**src/hw/bpm_pkg.sv**
```systemverilog
// Package for the bridge power, clock and configuration manager.
// Assumes a single 100 MHz system clock domain.
package bpm_pkg;

  // System clock rate
  localparam int unsigned CLK_HZ          = 100_000_000;

  // Operating clock selections
  localparam logic [1:0]  CLKSEL_48M      = 2'h0;
  localparam logic [1:0]  CLKSEL_24M      = 2'h1;
  localparam logic [1:0]  CLKSEL_12M      = 2'h2;
  localparam logic [1:0]  CLKSEL_IDLE     = 2'h3;
  localparam logic [1:0]  CLKSEL_RST      = CLKSEL_48M;

  // Frequencies in kHz, as printed
  localparam int unsigned FREQ_48M_KHZ    = 48_000;
  localparam int unsigned FREQ_24M_KHZ    = 24_000;
  localparam int unsigned FREQ_12M_KHZ    = 12_000;
  localparam int unsigned FREQ_IDLE_KHZ   = 30;

  // Idle inactivity time in seconds, and its cycle count
  localparam int unsigned IDLE_TIME_S     = 5;
  localparam longint unsigned IDLE_CYC    = longint'(IDLE_TIME_S) * longint'(CLK_HZ);

  // Pin count and function codes
  localparam int unsigned NUM_PINS        = 14;
  localparam logic [3:0]  PFUNC_GPIO      = 4'h0;
  localparam logic [3:0]  PFUNC_WAKE      = 4'h1;
  localparam logic [3:0]  PFUNC_RING      = 4'h2;
  localparam logic [3:0]  PFUNC_RST       = PFUNC_GPIO;

  // Vendor parameter word: bit positions
  localparam int unsigned VP_IDLE_EN_BIT  = 0;
  localparam int unsigned VP_RING_EN_BIT  = 1;
  localparam int unsigned VP_WIDTH        = 2;
  localparam logic [1:0]  VP_RST          = 2'h0;

  // Pin index of the two wake sources
  localparam int unsigned WAKE_PIN_IDX    = 8;
  localparam int unsigned RING_PIN_IDX    = 11;

  // Resume signalling length in cycles
  localparam int unsigned RESUME_CYC      = 16;

  // Power-up loader states, Gray coded along the path
  typedef enum logic [1:0] {
    BPM_LD_PROBE = 2'b00,
    BPM_LD_WAIT  = 2'b01,
    BPM_LD_APPLY = 2'b11,
    BPM_LD_DONE  = 2'b10
  } bpm_ld_state_t;

endpackage

```
**src/hw/bpm_sync.sv**
```systemverilog
// Two-flop synchroniser bank for pin inputs.
// Assumes the input is asynchronous to clk_sys.
`timescale 1ns/10ps
module bpm_sync #(
  parameter int unsigned W = 1
) (
  // Clock and reset
  input  wire logic         clk_sys,
  input  wire logic         rst_n,
  input  wire logic         clk_en,
  // Data
  input  wire logic [W-1:0] d_async,
  output logic      [W-1:0] q_sync
);

  logic [W-1:0] meta_r;

  // First stage is read only by the second
  always_ff @(posedge clk_sys or negedge rst_n) begin
    if (!rst_n) begin
      meta_r <= '1;                                 // Pins idle high: no false edge
      q_sync <= '1;                                 // after reset on RX or wake pins
    end else if (clk_en) begin
      meta_r <= d_async;
      q_sync <= meta_r;
    end
  end

endmodule

```
**src/hw/bpm_top.sv**
```systemverilog
// Power, clock and configuration manager of a USB HID serial bridge.
// Assumes a USB core giving suspend, remote-wakeup and command strobes,
// and an I2C engine that reports the EEPROM probe result.
`timescale 1ns/10ps
module bpm_top
  import bpm_pkg::*;
#(
  parameter int unsigned     NPIN      = NUM_PINS,
  parameter longint unsigned IDLE_CNT  = IDLE_CYC
) (
  // Clock, reset, enable
  input  wire logic            clk_sys,
  input  wire logic            rst_n,
  input  wire logic            clk_en,
  // USB core side
  input  wire logic            usb_clk_req,
  input  wire logic [1:0]      usb_clk_sel,
  input  wire logic            usb_suspend,
  input  wire logic            usb_rwu_allowed,
  input  wire logic            usb_pfunc_req,
  input  wire logic [3:0]      usb_pfunc_idx,
  input  wire logic [3:0]      usb_pfunc_val,
  input  wire logic            usb_gpio_req,
  input  wire logic [NPIN-1:0] usb_gpio_val,
  input  wire logic [NPIN-1:0] usb_gpio_oe,
  // Data activity
  input  wire logic            xfer_activity,
  // Parameter sources
  input  wire logic [VP_WIDTH-1:0] fuse_params,
  input  wire logic            eeprom_done,
  input  wire logic            eeprom_present,
  input  wire logic [VP_WIDTH-1:0] eeprom_params,
  // Pins
  input  wire logic            uart_rx_pin,
  input  wire logic [NPIN-1:0] dio_in,
  output logic [NPIN-1:0]      dio_out,
  output logic [NPIN-1:0]      dio_oe,
  // Status and control outputs
  output logic                 eeprom_probe,
  output logic                 cfg_done,
  output logic [1:0]           sys_clk_sel,
  output logic                 idle_active,
  output logic                 clk_gate_en,
  output logic                 usb_resume
);

  //////////////////////////////////////////////////////////////////////////////
  // Pin synchronisers

  logic [NPIN:0] pins_s;
  bpm_sync #(.W(NPIN+1)) u_sync (
    .clk_sys (clk_sys),
    .rst_n   (rst_n),
    .clk_en  (clk_en),
    .d_async ({uart_rx_pin, dio_in}),
    .q_sync  (pins_s)
  );
  logic rx_s, rx_d_r, wake_d_r, ring_d_r;
  assign rx_s = pins_s[NPIN];

  // Edge history of the synchronised pins
  always_ff @(posedge clk_sys or negedge rst_n) begin
    if (!rst_n) begin
      rx_d_r   <= 1'b1;
      wake_d_r <= 1'b1;
      ring_d_r <= 1'b1;
    end else if (clk_en) begin
      rx_d_r   <= rx_s;
      wake_d_r <= pins_s[WAKE_PIN_IDX];
      ring_d_r <= pins_s[RING_PIN_IDX];
    end
  end

  logic rx_act, wake_ev, ring_ev;
  assign rx_act  = rx_s != rx_d_r;
  // Wake inputs are active low; a falling edge is the event
  assign wake_ev = wake_d_r & ~pins_s[WAKE_PIN_IDX];
  assign ring_ev = ring_d_r & ~pins_s[RING_PIN_IDX];

  //////////////////////////////////////////////////////////////////////////////
  // Power-up parameter loader

  bpm_ld_state_t ld_r;
  logic [VP_WIDTH-1:0] vp_r;

  // Probe first, then choose the source; EEPROM wins when present
  always_ff @(posedge clk_sys or negedge rst_n) begin
    if (!rst_n) begin
      ld_r         <= BPM_LD_PROBE;
      vp_r         <= VP_RST;
      eeprom_probe <= 1'b0;
      cfg_done     <= 1'b0;
    end else if (clk_en) begin
      case (ld_r)
        BPM_LD_PROBE: begin
          eeprom_probe <= 1'b1;
          ld_r         <= BPM_LD_WAIT;
        end
        BPM_LD_WAIT: begin
          eeprom_probe <= 1'b0;
          if (eeprom_done) begin
            ld_r <= BPM_LD_APPLY;
            vp_r <= eeprom_present ? eeprom_params : fuse_params;
          end
        end
        BPM_LD_APPLY: begin
          cfg_done <= 1'b1;
          ld_r     <= BPM_LD_DONE;
        end
        BPM_LD_DONE: ld_r <= BPM_LD_DONE;
        default:     ld_r <= BPM_LD_PROBE;
      endcase
    end
  end

  logic idle_en, ring_en;
  assign idle_en = vp_r[VP_IDLE_EN_BIT];
  assign ring_en = vp_r[VP_RING_EN_BIT];

  //////////////////////////////////////////////////////////////////////////////
  // Pin function table

  logic [3:0] pfunc_r [NPIN];
  logic       cfg_apply;
  assign cfg_apply = (ld_r == BPM_LD_APPLY);

  // One entry per pin; the configured default gives wake and ring duties
  for (genvar i = 0; i < NPIN; i++) begin : g_pin
    localparam logic [3:0] DEF = (i == WAKE_PIN_IDX) ? PFUNC_WAKE :
                                 (i == RING_PIN_IDX) ? PFUNC_RING : PFUNC_GPIO;
    always_ff @(posedge clk_sys or negedge rst_n) begin
      if (!rst_n) begin
        pfunc_r[i] <= PFUNC_RST;
      end else if (clk_en) begin
        if (cfg_apply) begin
          pfunc_r[i] <= DEF;
        end else if (cfg_done && usb_pfunc_req && usb_pfunc_idx == 4'(i)) begin
          pfunc_r[i] <= usb_pfunc_val;
        end
      end
    end

    // GPIO pins follow host commands; other functions are inputs here
    always_ff @(posedge clk_sys or negedge rst_n) begin
      if (!rst_n) begin
        dio_out[i] <= 1'b0;
        dio_oe[i]  <= 1'b0;
      end else if (clk_en) begin
        if (pfunc_r[i] != PFUNC_GPIO) begin
          dio_oe[i] <= 1'b0;
        end else if (usb_gpio_req) begin
          dio_out[i] <= usb_gpio_val[i];
          dio_oe[i]  <= usb_gpio_oe[i];
        end
      end
    end
  end

  //////////////////////////////////////////////////////////////////////////////
  // Operating clock selection and idle timer

  logic [1:0]  norm_sel_r;
  logic [39:0] quiet_r;
  logic        quiet_done;
  assign quiet_done = (quiet_r >= 40'(IDLE_CNT - 1));

  // Host request picks the normal frequency; idle code is not accepted
  always_ff @(posedge clk_sys or negedge rst_n) begin
    if (!rst_n) begin
      norm_sel_r <= CLKSEL_RST;
    end else if (clk_en && usb_clk_req && usb_clk_sel != CLKSEL_IDLE) begin
      norm_sel_r <= usb_clk_sel;
    end
  end

  // Quiet counter: any transfer or RX edge restarts it
  always_ff @(posedge clk_sys or negedge rst_n) begin
    if (!rst_n) begin
      quiet_r <= '0;
    end else if (clk_en) begin
      if (xfer_activity || rx_act || !idle_en || !cfg_done) begin
        quiet_r <= '0;
      end else if (!quiet_done) begin
        quiet_r <= quiet_r + 40'h1;
      end
    end
  end

  // Idle entry and exit; receive activity wins over entry
  always_ff @(posedge clk_sys or negedge rst_n) begin
    if (!rst_n) begin
      idle_active <= 1'b0;
    end else if (clk_en) begin
      if (rx_act || xfer_activity || !idle_en) begin
        idle_active <= 1'b0;
      end else if (quiet_done) begin
        idle_active <= 1'b1;
      end
    end
  end

  // Output clock select tracks idle one cycle later
  always_ff @(posedge clk_sys or negedge rst_n) begin
    if (!rst_n) begin
      sys_clk_sel <= CLKSEL_RST;
    end else if (clk_en) begin
      sys_clk_sel <= idle_active ? CLKSEL_IDLE : norm_sel_r;
    end
  end

  //////////////////////////////////////////////////////////////////////////////
  // Suspend gating and remote wakeup

  logic       wake_src;
  logic [4:0] res_cnt_r;
  assign wake_src = (pfunc_r[WAKE_PIN_IDX] == PFUNC_WAKE && wake_ev) ||
                    (pfunc_r[RING_PIN_IDX] == PFUNC_RING && ring_en && ring_ev);

  // Clocks stay gated for the whole suspend
  always_ff @(posedge clk_sys or negedge rst_n) begin
    if (!rst_n) begin
      clk_gate_en <= 1'b1;
    end else if (clk_en) begin
      clk_gate_en <= ~usb_suspend;
    end
  end

  // Fixed-length resume pulse while suspended and permitted
  always_ff @(posedge clk_sys or negedge rst_n) begin
    if (!rst_n) begin
      res_cnt_r  <= '0;
      usb_resume <= 1'b0;
    end else if (clk_en) begin
      if (res_cnt_r != 5'h0) begin
        res_cnt_r  <= res_cnt_r - 5'h1;
        usb_resume <= (res_cnt_r != 5'h1);
      end else if (usb_suspend && usb_rwu_allowed && wake_src) begin
        res_cnt_r  <= 5'(RESUME_CYC);
        usb_resume <= 1'b1;
      end else begin
        usb_resume <= 1'b0;
      end
    end
  end

  //////////////////////////////////////////////////////////////////////////////
  // Checks

  a_gate_follows_susp: assert property (@(posedge clk_sys) disable iff (!rst_n)
    clk_en |=> clk_gate_en == !$past(usb_suspend))
    else $error("clock gate does not follow suspend");
  a_idle_needs_en: assert property (@(posedge clk_sys) disable iff (!rst_n)
    idle_active |-> idle_en)
    else $error("idle active while disabled");
  a_rx_exits_idle: assert property (@(posedge clk_sys) disable iff (!rst_n)
    (clk_en && rx_act) |=> !idle_active)
    else $error("RX activity did not leave idle");
  a_xfer_clears_cnt: assert property (@(posedge clk_sys) disable iff (!rst_n)
    (clk_en && xfer_activity) |=> quiet_r == 40'h0)
    else $error("transfer did not restart idle timer");
  a_idle_sel_slow: assert property (@(posedge clk_sys) disable iff (!rst_n)
    (clk_en && idle_active) |=> sys_clk_sel == CLKSEL_IDLE)
    else $error("idle without slow clock");
  a_sel_legal: assert property (@(posedge clk_sys) disable iff (!rst_n)
    !idle_active && $past(!idle_active) |-> sys_clk_sel != CLKSEL_IDLE)
    else $error("illegal normal clock");
  a_resume_needs_rwu: assert property (@(posedge clk_sys) disable iff (!rst_n)
    $rose(usb_resume) |-> $past(usb_suspend && usb_rwu_allowed))
    else $error("resume without permission");
  a_resume_len: assert property (@(posedge clk_sys) disable iff (!rst_n)
    $rose(usb_resume) && clk_en |-> usb_resume [*2])
    else $error("resume too short");
  a_eeprom_wins: assert property (@(posedge clk_sys) disable iff (!rst_n)
    (ld_r == BPM_LD_WAIT && eeprom_done && eeprom_present && clk_en)
      |=> vp_r == $past(eeprom_params))
    else $error("EEPROM parameters not applied");
  a_probe_first: assert property (@(posedge clk_sys) disable iff (!rst_n)
    $rose(cfg_done) |-> ##0 $past(ld_r) == BPM_LD_APPLY)
    else $error("config done without load");

  c_idle_entry:  cover property (@(posedge clk_sys) disable iff (!rst_n) $rose(idle_active));
  c_resume:      cover property (@(posedge clk_sys) disable iff (!rst_n) $rose(usb_resume));
  c_clk_switch:  cover property (@(posedge clk_sys) disable iff (!rst_n)
    usb_clk_req && usb_clk_sel == CLKSEL_12M);
  c_eeprom_load: cover property (@(posedge clk_sys) disable iff (!rst_n)
    $rose(cfg_done) && eeprom_present);

endmodule

```
**config.mk**
```make
export PLATFORM = sky130hd
export DESIGN_NAME = bpm_top
export DESIGN_NICKNAME = d
export VERILOG_FILES = /design/src/hw/bpm_pkg.sv /design/src/hw/bpm_sync.sv /design/src/hw/bpm_top.sv
export SDC_FILE = /design/constraint.sdc
export NUM_CORES = 1
export LEC_CHECK = 0
export BUFFER_PORTS_ARGS = -buffer_cell sky130_fd_sc_hd__buf_2
export CAP_MARGIN = 20
export CORE_UTILIZATION = 50
export DETAILED_ROUTE_END_ITERATION = 8
export PLACE_DENSITY = 0.72
export SLEW_MARGIN = 40
export SYNTH_ARGS = -nofsm -noshare
export SYNTH_HDL_FRONTEND = slang
export SYNTH_SLANG_ARGS = --single-unit
```
**constraint.sdc**
```tcl
create_clock -name clk_sys -period 2.4 [get_ports clk_sys]
set_input_delay 0.24 -clock clk_sys [delete_from_list [all_inputs] [get_ports clk_sys]]
set_output_delay 0.24 -clock clk_sys [all_outputs]
set_load 0.1 [all_outputs]
```
## Word-level counts from Yosys, hierarchy flattened

Cells that the tools add are included.

- Memories kept: 0
- Register bits after elaboration: 175
- ROM bits: 0
- Output and inout port bits: 35
- Bits in writable memories: 0
- Latch bits: 0

- Divide/modulo/power cells: 0
- Muxes and demuxes: 69
- Bitwise gates (word level): 19
- Add/sub/neg operators: 2
- Multiply operators: 0
- Equal/unequal tests: 23
- $lt $le $gt $ge: 1
- Shifts and indexed selects: 0
- Reduce and logical (&&, ||, !) cells: 126

Operator list:

| kind | number |
|---|---|
| two-way mux 4 bit | 28 |
| two-way mux 40 bit | 2 |
| AND reduction 2 bit | 34 |
| nonzero test 2 bit | 31 |
| nonzero test 4 bit | 14 |
| AND reduction 3 bit | 15 |
| adder 40 x 1 -> 40 bit, second input constant | 1 |
| >= comparator 40 x 29 -> 1 bit, second input constant | 1 |
| two-way mux 1 bit | 32 |
| equality test 4 bit, second input constant | 6 |
| logical AND 1 bit | 22 |
| NOT 1 bit | 17 |
| equality test 4 x 3 -> 1 bit, second input constant | 4 |
| equality test 4 x 2 -> 1 bit, second input constant | 3 |
| two-way mux 5 bit | 2 |
| equality test 4 x 1 -> 1 bit, second input constant | 2 |
| two-way mux 2 bit | 3 |
| one-hot mux 2 bit (3 select lines) | 1 |
| inequality test 5 x 1 -> 1 bit, second input constant | 1 |
| nonzero test 5 bit | 1 |
| subtractor 5 x 1 -> 5 bit, second input constant | 1 |
| equality test 2 bit, second input constant | 2 |
| logical NOT 4 bit | 1 |
| logical OR 1 bit | 4 |
| 9 further kinds | 12 |

## Longest topological paths before layout

- Depth after elaboration: 7
- Gate-level depth with buffers: 7

## By module

Synthesis repeated with hierarchy kept, for this count alone.

- Cells, all modules: 729
- Area total of the unflattened synthesis: 7837.5 sq um

Modules (own cells, without submodules):

| module | cells an instance | instances | area an instance (sq um) | seq. area each (sq um) |
|---|---|---|---|---|
| bpm_top | 666 | 1 | 6565.0 | 3633.5 |
| bpm_sync | 63 | 1 | 1272.5 | 788.3 |

## Worst setup path after synthesis

No wires, ideal clock.

- Path kind: flip-flop to flip-flop
- From: reg cfg_done
- To: reg quiet_r[8]
- Path buffers: 1
- Arrival: 2.148 ns
- Stages on the path, launching flop included: 6
- Required time: 2.334 ns
- Setup slack: 0.186 ns
- Clock period less this slack: 2.214 ns
- Setup time: 0.066 ns
- Path through: dfrtp_1 > nand4b_1 > and2_1 > clkbuf_1 > or4_1 > nand2_1

- Cells in the longest elaborated chain, start to end: 4

Ends and longest elaborated chain:

| item | RTL line | RTL |
|---|---|---|
| start: declaration | bpm_top.sv:40 | `output logic cfg_done,` |
| start signal: assignment | bpm_top.sv:92 | `cfg_done <= 1'b0;` |
| start signal: assignment | bpm_top.sv:107 | `cfg_done <= 1'b1;` |
| logical NOT 1 bit * | bpm_top.sv:181 | `if (xfer_activity \|\| rx_act \|\| !idle_en \|\| !cfg_done) begin` |
| logical OR 1 bit * | bpm_top.sv:181 |  |
| inequality test 2 x 1 -> 1 bit (no line) | -- |  |
| AND reduction 2 bit (no line) | -- |  |
| end signal: assignment | bpm_top.sv:184 | `quiet_r <= quiet_r + 40'h1;` |
| end: declaration | bpm_top.sv:163 | `logic [39:0] quiet_r;` |

Mark *: on every way between the ends. The rest lies on a longest branch, timed or not.
A chain may end at the register's enable or synchronous reset.

## Worst setup path after layout

- From: reg quiet_r[12]
- To: reg quiet_r[6]

- Cells in the longest elaborated chain, start to end: 3

Ends and longest elaborated chain:

| item | RTL line | RTL |
|---|---|---|
| >= comparator 40 x 29 -> 1 bit | bpm_top.sv:165 | `assign quiet_done = (quiet_r >= 40'(IDLE_CNT - 1));` |
| inequality test 2 x 1 -> 1 bit (no line) | -- |  |
| AND reduction 2 bit (no line) | -- |  |

No other way between the ends.

==> impl_metrics.py <==
metrics = {
    "global_routing": {
        "groute.usage.overall_pct": 24.5,
        "grt_pass1_vias": 5435,
        "antenna_found_initial": 0,
        "grt_pass1_wl_um": 26600,
        "overflow": 0,
        "grt_max_degree": 68,
    },
    "layout": {
        "n_antenna_cell": 0,
        "drive_gt1_share_pct": 23.0,
        "areaGrowthSynthToFinish_pct": 19.8,
        "nets": 831,
    },
    "worst_hold_path": {
        "hold-path-cell-count": 2,
        "hold_path.class": "input pin to flop",
        "worstHoldStart": "usb_gpio_oe[1]",
        "holdPathEnd": "dio_oe[1]",
    },
    "power": {
        "seqPwrFrac_pct": 38.4,
        "peakVddDrop_uv": 558,
        "internal_power_mw": 5.16,
        "p_clk_share_pct": 31.2,
        "p_sw_share_pct": 38.9,
        "pwr-share-comb_pct": 30.4,
        "power.density_mw_per_mm2": 1060,
        "power_leakage_nw": 3.64,
        "netSwitchingPower_mw": 3.28,
    },
    "yosys": {
        "synth_cell_types": 41,
        "synth-seq-area-share_pct": 56.8,
        "synth_area_mm2": 0.00667,
        "netlist_instances": 659,
        "syn-num-nets": 730,
        "synth_seq_cells": 151,
        "yosys_warnings": 0,
        "avgSynthCellArea_um2": 10.1,
    },
    "timing": {
        "fmax_mhz": 444,
        "fin_setup_tns_ns": 0,
        "holdWs_ns": 0.0422,
        "setup_viol": 0,
        "slew_headroom_pct": 57.6,
        "setup_slack_ns": 0.149,
        "period_share_pct": 93.8,
        "min_period_ns": 2.25,
        "final_hold_viol_count": 0,
        "skew_ns": 0.0135,
        "tightestPinTransition_ns": 0.632,
        "rsz0062_at_grt": "no",
        "drv_slew": 0,
    },
    "die": {
        "start_util_pct": 52.0,
        "row_count": 41,
        "die_area_mm2": 0.0138,
        "placeableCoreArea_mm2": 0.0128,
        "ios": 103,
        "die_w_um": 117,
        "fp.dieH_um": 117,
    },
    "detailed_routing": {
        "wl_per_cell_um": 16.8,
        "drcViolationCount": 0,
        "ant_nets": 0,
        "first_pass_iters": 4,
        "drtIter0Drc": 319,
        "routed_via_density": 5.67,
        "finalWirelength_um": 15800,
        "vias": 5359,
    },
    "run_status": {
        "status": "completed",
    },
    "clock_tree": {
        "ctsResizeCount": 0,
        "cts.path.max_buffers": 2,
        "cts_made_buffers": 17,
        "cts-hold-fix-buffers": 2,
        "cts_tree": "yes",
        "post_cts_buffers": 0,
        "cts_max_level": 4,
        "clockRootBuffer": "clkbuf_16",
        "clk_latency_ns": 0.42,
        "cts_sinks": 151,
        "clk_pin_slew_ns": 0.06,
    },
    "setup_path": {
        "crit_type": "flop to flop",
        "required_ns": 2.74,
        "reg2reg_slack_ns": 0.15,
        "crit_path_max_fanout": 6,
        "worstPathArrival_ns": 2.60,
        "r2r-start": "quiet_r[12]",
        "regToRegEndpoint": "quiet_r[6]",
        "startpoint_type": "flop",
        "cp-startpoint": "quiet_r[12]",
        "rr_worst_depth": 6,
        "crit_path_end_kind": "flop",
    },
    "place": {
        "dpl_worst_slack_ns": 0.252,
        "dp_hpwl_um": 10900,
        "gp_congestion": 0.843,
        "portBuffers": 90,
    },
    "run": {
        "maxCapViolations": 0,
    },
}
==> power groups by stage <==
stage | clock network, mW | logic [mW] | registers [mW]
finish | 2.63 | 2.56 | 3.24
global route | 2.79 | 2.72 | 3.29
CTS | 2.70 | 2.58 | 3.24
detailed placement | 0 | 2.57 | 3.28
global placement | 0 | 2.52 | 3.25
floorplan | 0 | 0.721 | 4.55
==> registers in the layout, summed over array words and instances (netlist names) <==
register / cells
res_cnt_r: 5
dio_oe: 14
u_sync.q_sync: 3
ring_d_r: 1
u_sync.meta_r: 3
ld_r: 2
usb_resume: 1
wake_d_r: 1
eeprom_probe: 1
clk_gate_en: 1
dio_out: 14
norm_sel_r: 2
cfg_done: 1
vp_r: 2
rx_d_r: 1
sys_clk_sel: 2
idle_active: 1
pfunc_r: 56
quiet_r: 40
==> cell usage after synthesis <==
library cell | count | share of area [%]
inv_1 | 9 | 0.51
o21ai_0 | 85 | 6.4
mux2_2 | 24 | 4.1
nand3_4 | 1 | 0.26
nor3_1 | 13 | 0.98
nand3_1 | 77 | 5.8
nand2_1 | 61 | 3.4
nor2b_1 | 3 | 0.28
nor3b_2 | 1 | 0.19
a31oi_1 | 2 | 0.19
a41oi_1 | 1 | 0.13
and3_1 | 5 | 0.47
o211ai_1 | 1 | 0.11
and4_1 | 1 | 0.13
clkbuf_1 | 25 | 1.4
nor2_1 | 62 | 3.5
o31ai_1 | 4 | 0.45
or4_1 | 17 | 1.9
mux2i_1 | 2 | 0.30
dfrtp_1 | 141 | 53
nand4b_1 | 5 | 0.66
a2111oi_4 | 1 | 0.41
a211oi_1 | 1 | 0.11
dfstp_2 | 10 | 3.9
and2_1 | 14 | 1.3
o311ai_0 | 1 | 0.13
a311oi_2 | 1 | 0.23
nand2b_1 | 7 | 0.66
a22o_1 | 14 | 1.8
nor4_1 | 2 | 0.19
nand4_1 | 15 | 1.4
ha_1 | 3 | 0.56
nand3b_1 | 1 | 0.11
xnor2_1 | 3 | 0.39
buf_1 | 1 | 0.056
xor2_1 | 17 | 2.2
or2_2 | 2 | 0.19
a21oi_1 | 16 | 1.2
a21o_1 | 2 | 0.23
o41ai_1 | 1 | 0.13
or3_1 | 7 | 0.66
==> cell families (layout without fill, tap and decap cells) <==
group | after synthesis | count (layout) | synth area share (%)
buf+inv | 35 | 149 | 1.97
simple gates | 294 | 294 | 22.1
mux | 26 | 26 | 4.35
xor+xnor | 20 | 20 | 2.63
flops | 151 | 151 | 56.8
compound gates | 130 | 130 | 11.5
fa+ha+maj | 3 | 3 | 0.563
==> placed cells by master, fill, tap and decap left out, types with 4 or more instances in the layout <==
| cell | instances |
|---|---|
| nand2_1 | 61 |
| xor2_1 | 17 |
| dfrtp_1 | 141 |
| nand4_1 | 15 |
| a22o_1 | 14 |
| and3_1 | 5 |
| a21oi_1 | 16 |
| or4_1 | 17 |
| dfstp_2 | 10 |
| clkbuf_16 | 17 |
| mux2_2 | 24 |
| or3_1 | 7 |
| o21ai_0 | 85 |
| nand2b_1 | 7 |
| inv_1 | 9 |
| clkinvlp_4 | 5 |
| nor2_1 | 62 |
| nand4b_1 | 5 |
| nand3_1 | 76 |
| buf_4 | 15 |
| buf_2 | 89 |
| and2_1 | 14 |
| nor3_1 | 13 |
| o31ai_1 | 4 |
==> area by class of cell <==
| type | instances | area (µm²) |
|---|---|---|
| clock inverters | 11 | 121 |
| inverters | 9 | 33.8 |
| flip-flops and latches | 151 | 3790 |
| clock buffers | 21 | 470 |
| multi-input cells | 473 | 2750 |
| repair buffers | 108 | 609 |
| fillers | 1069 | 4830 |
| well taps | 172 | 215 |
==> stage by stage <==
| stage | cells | instance area, µm² | power, mW | util [%] |
|---|---|---|---|---|
| detailed placement | 911 | 7380 | 5.85 | 57.6 |
| floorplan | 659 | 6670 | 5.27 | - |
| finish | 945 | 7990 | 8.44 | 62.3 |
| global route | 945 | 7990 | 8.80 | 62.3 |
| global placement | 911 | 7380 | 5.76 | 57.6 |
| CTS | 945 | 7990 | 8.52 | 62.3 |
==> worst max-delay path, cell delays in order (launching register included) <==
cell and delay [ns]:
dfrtp_1 0.44, nor3_1 0.29, a21oi_1 0.19, a211oi_1 0.39, nand4_1 0.31, or3_1 0.42, a21oi_1 0.15
==> worst max-delay path by stage <==
| stage | end | slack, ns | depth (start not counted) |
|---|---|---|---|
| finish | quiet_r[6] | 0.15 | 6 |
| detailed placement | quiet_r[6] | 0.25 | 6 |
| CTS | quiet_r[17] | 0.22 | 7 |
| global placement | quiet_r[6] | 0.29 | 6 |
| global route | quiet_r[6] | 0.04 | 6 |
| floorplan | quiet_r[8] | 0.19 | 5 |
==> metal layers <==
layer	wire length (µm)	vias up	track usage [%]
met5	0	-	0
met4	351	0	10.3
met3	591	24	4.51
met2	7930	138	41.2
met1	6960	2635	31.1
li1	-	2562	-
No activity file was read; power rests on OpenSTA's default activity.
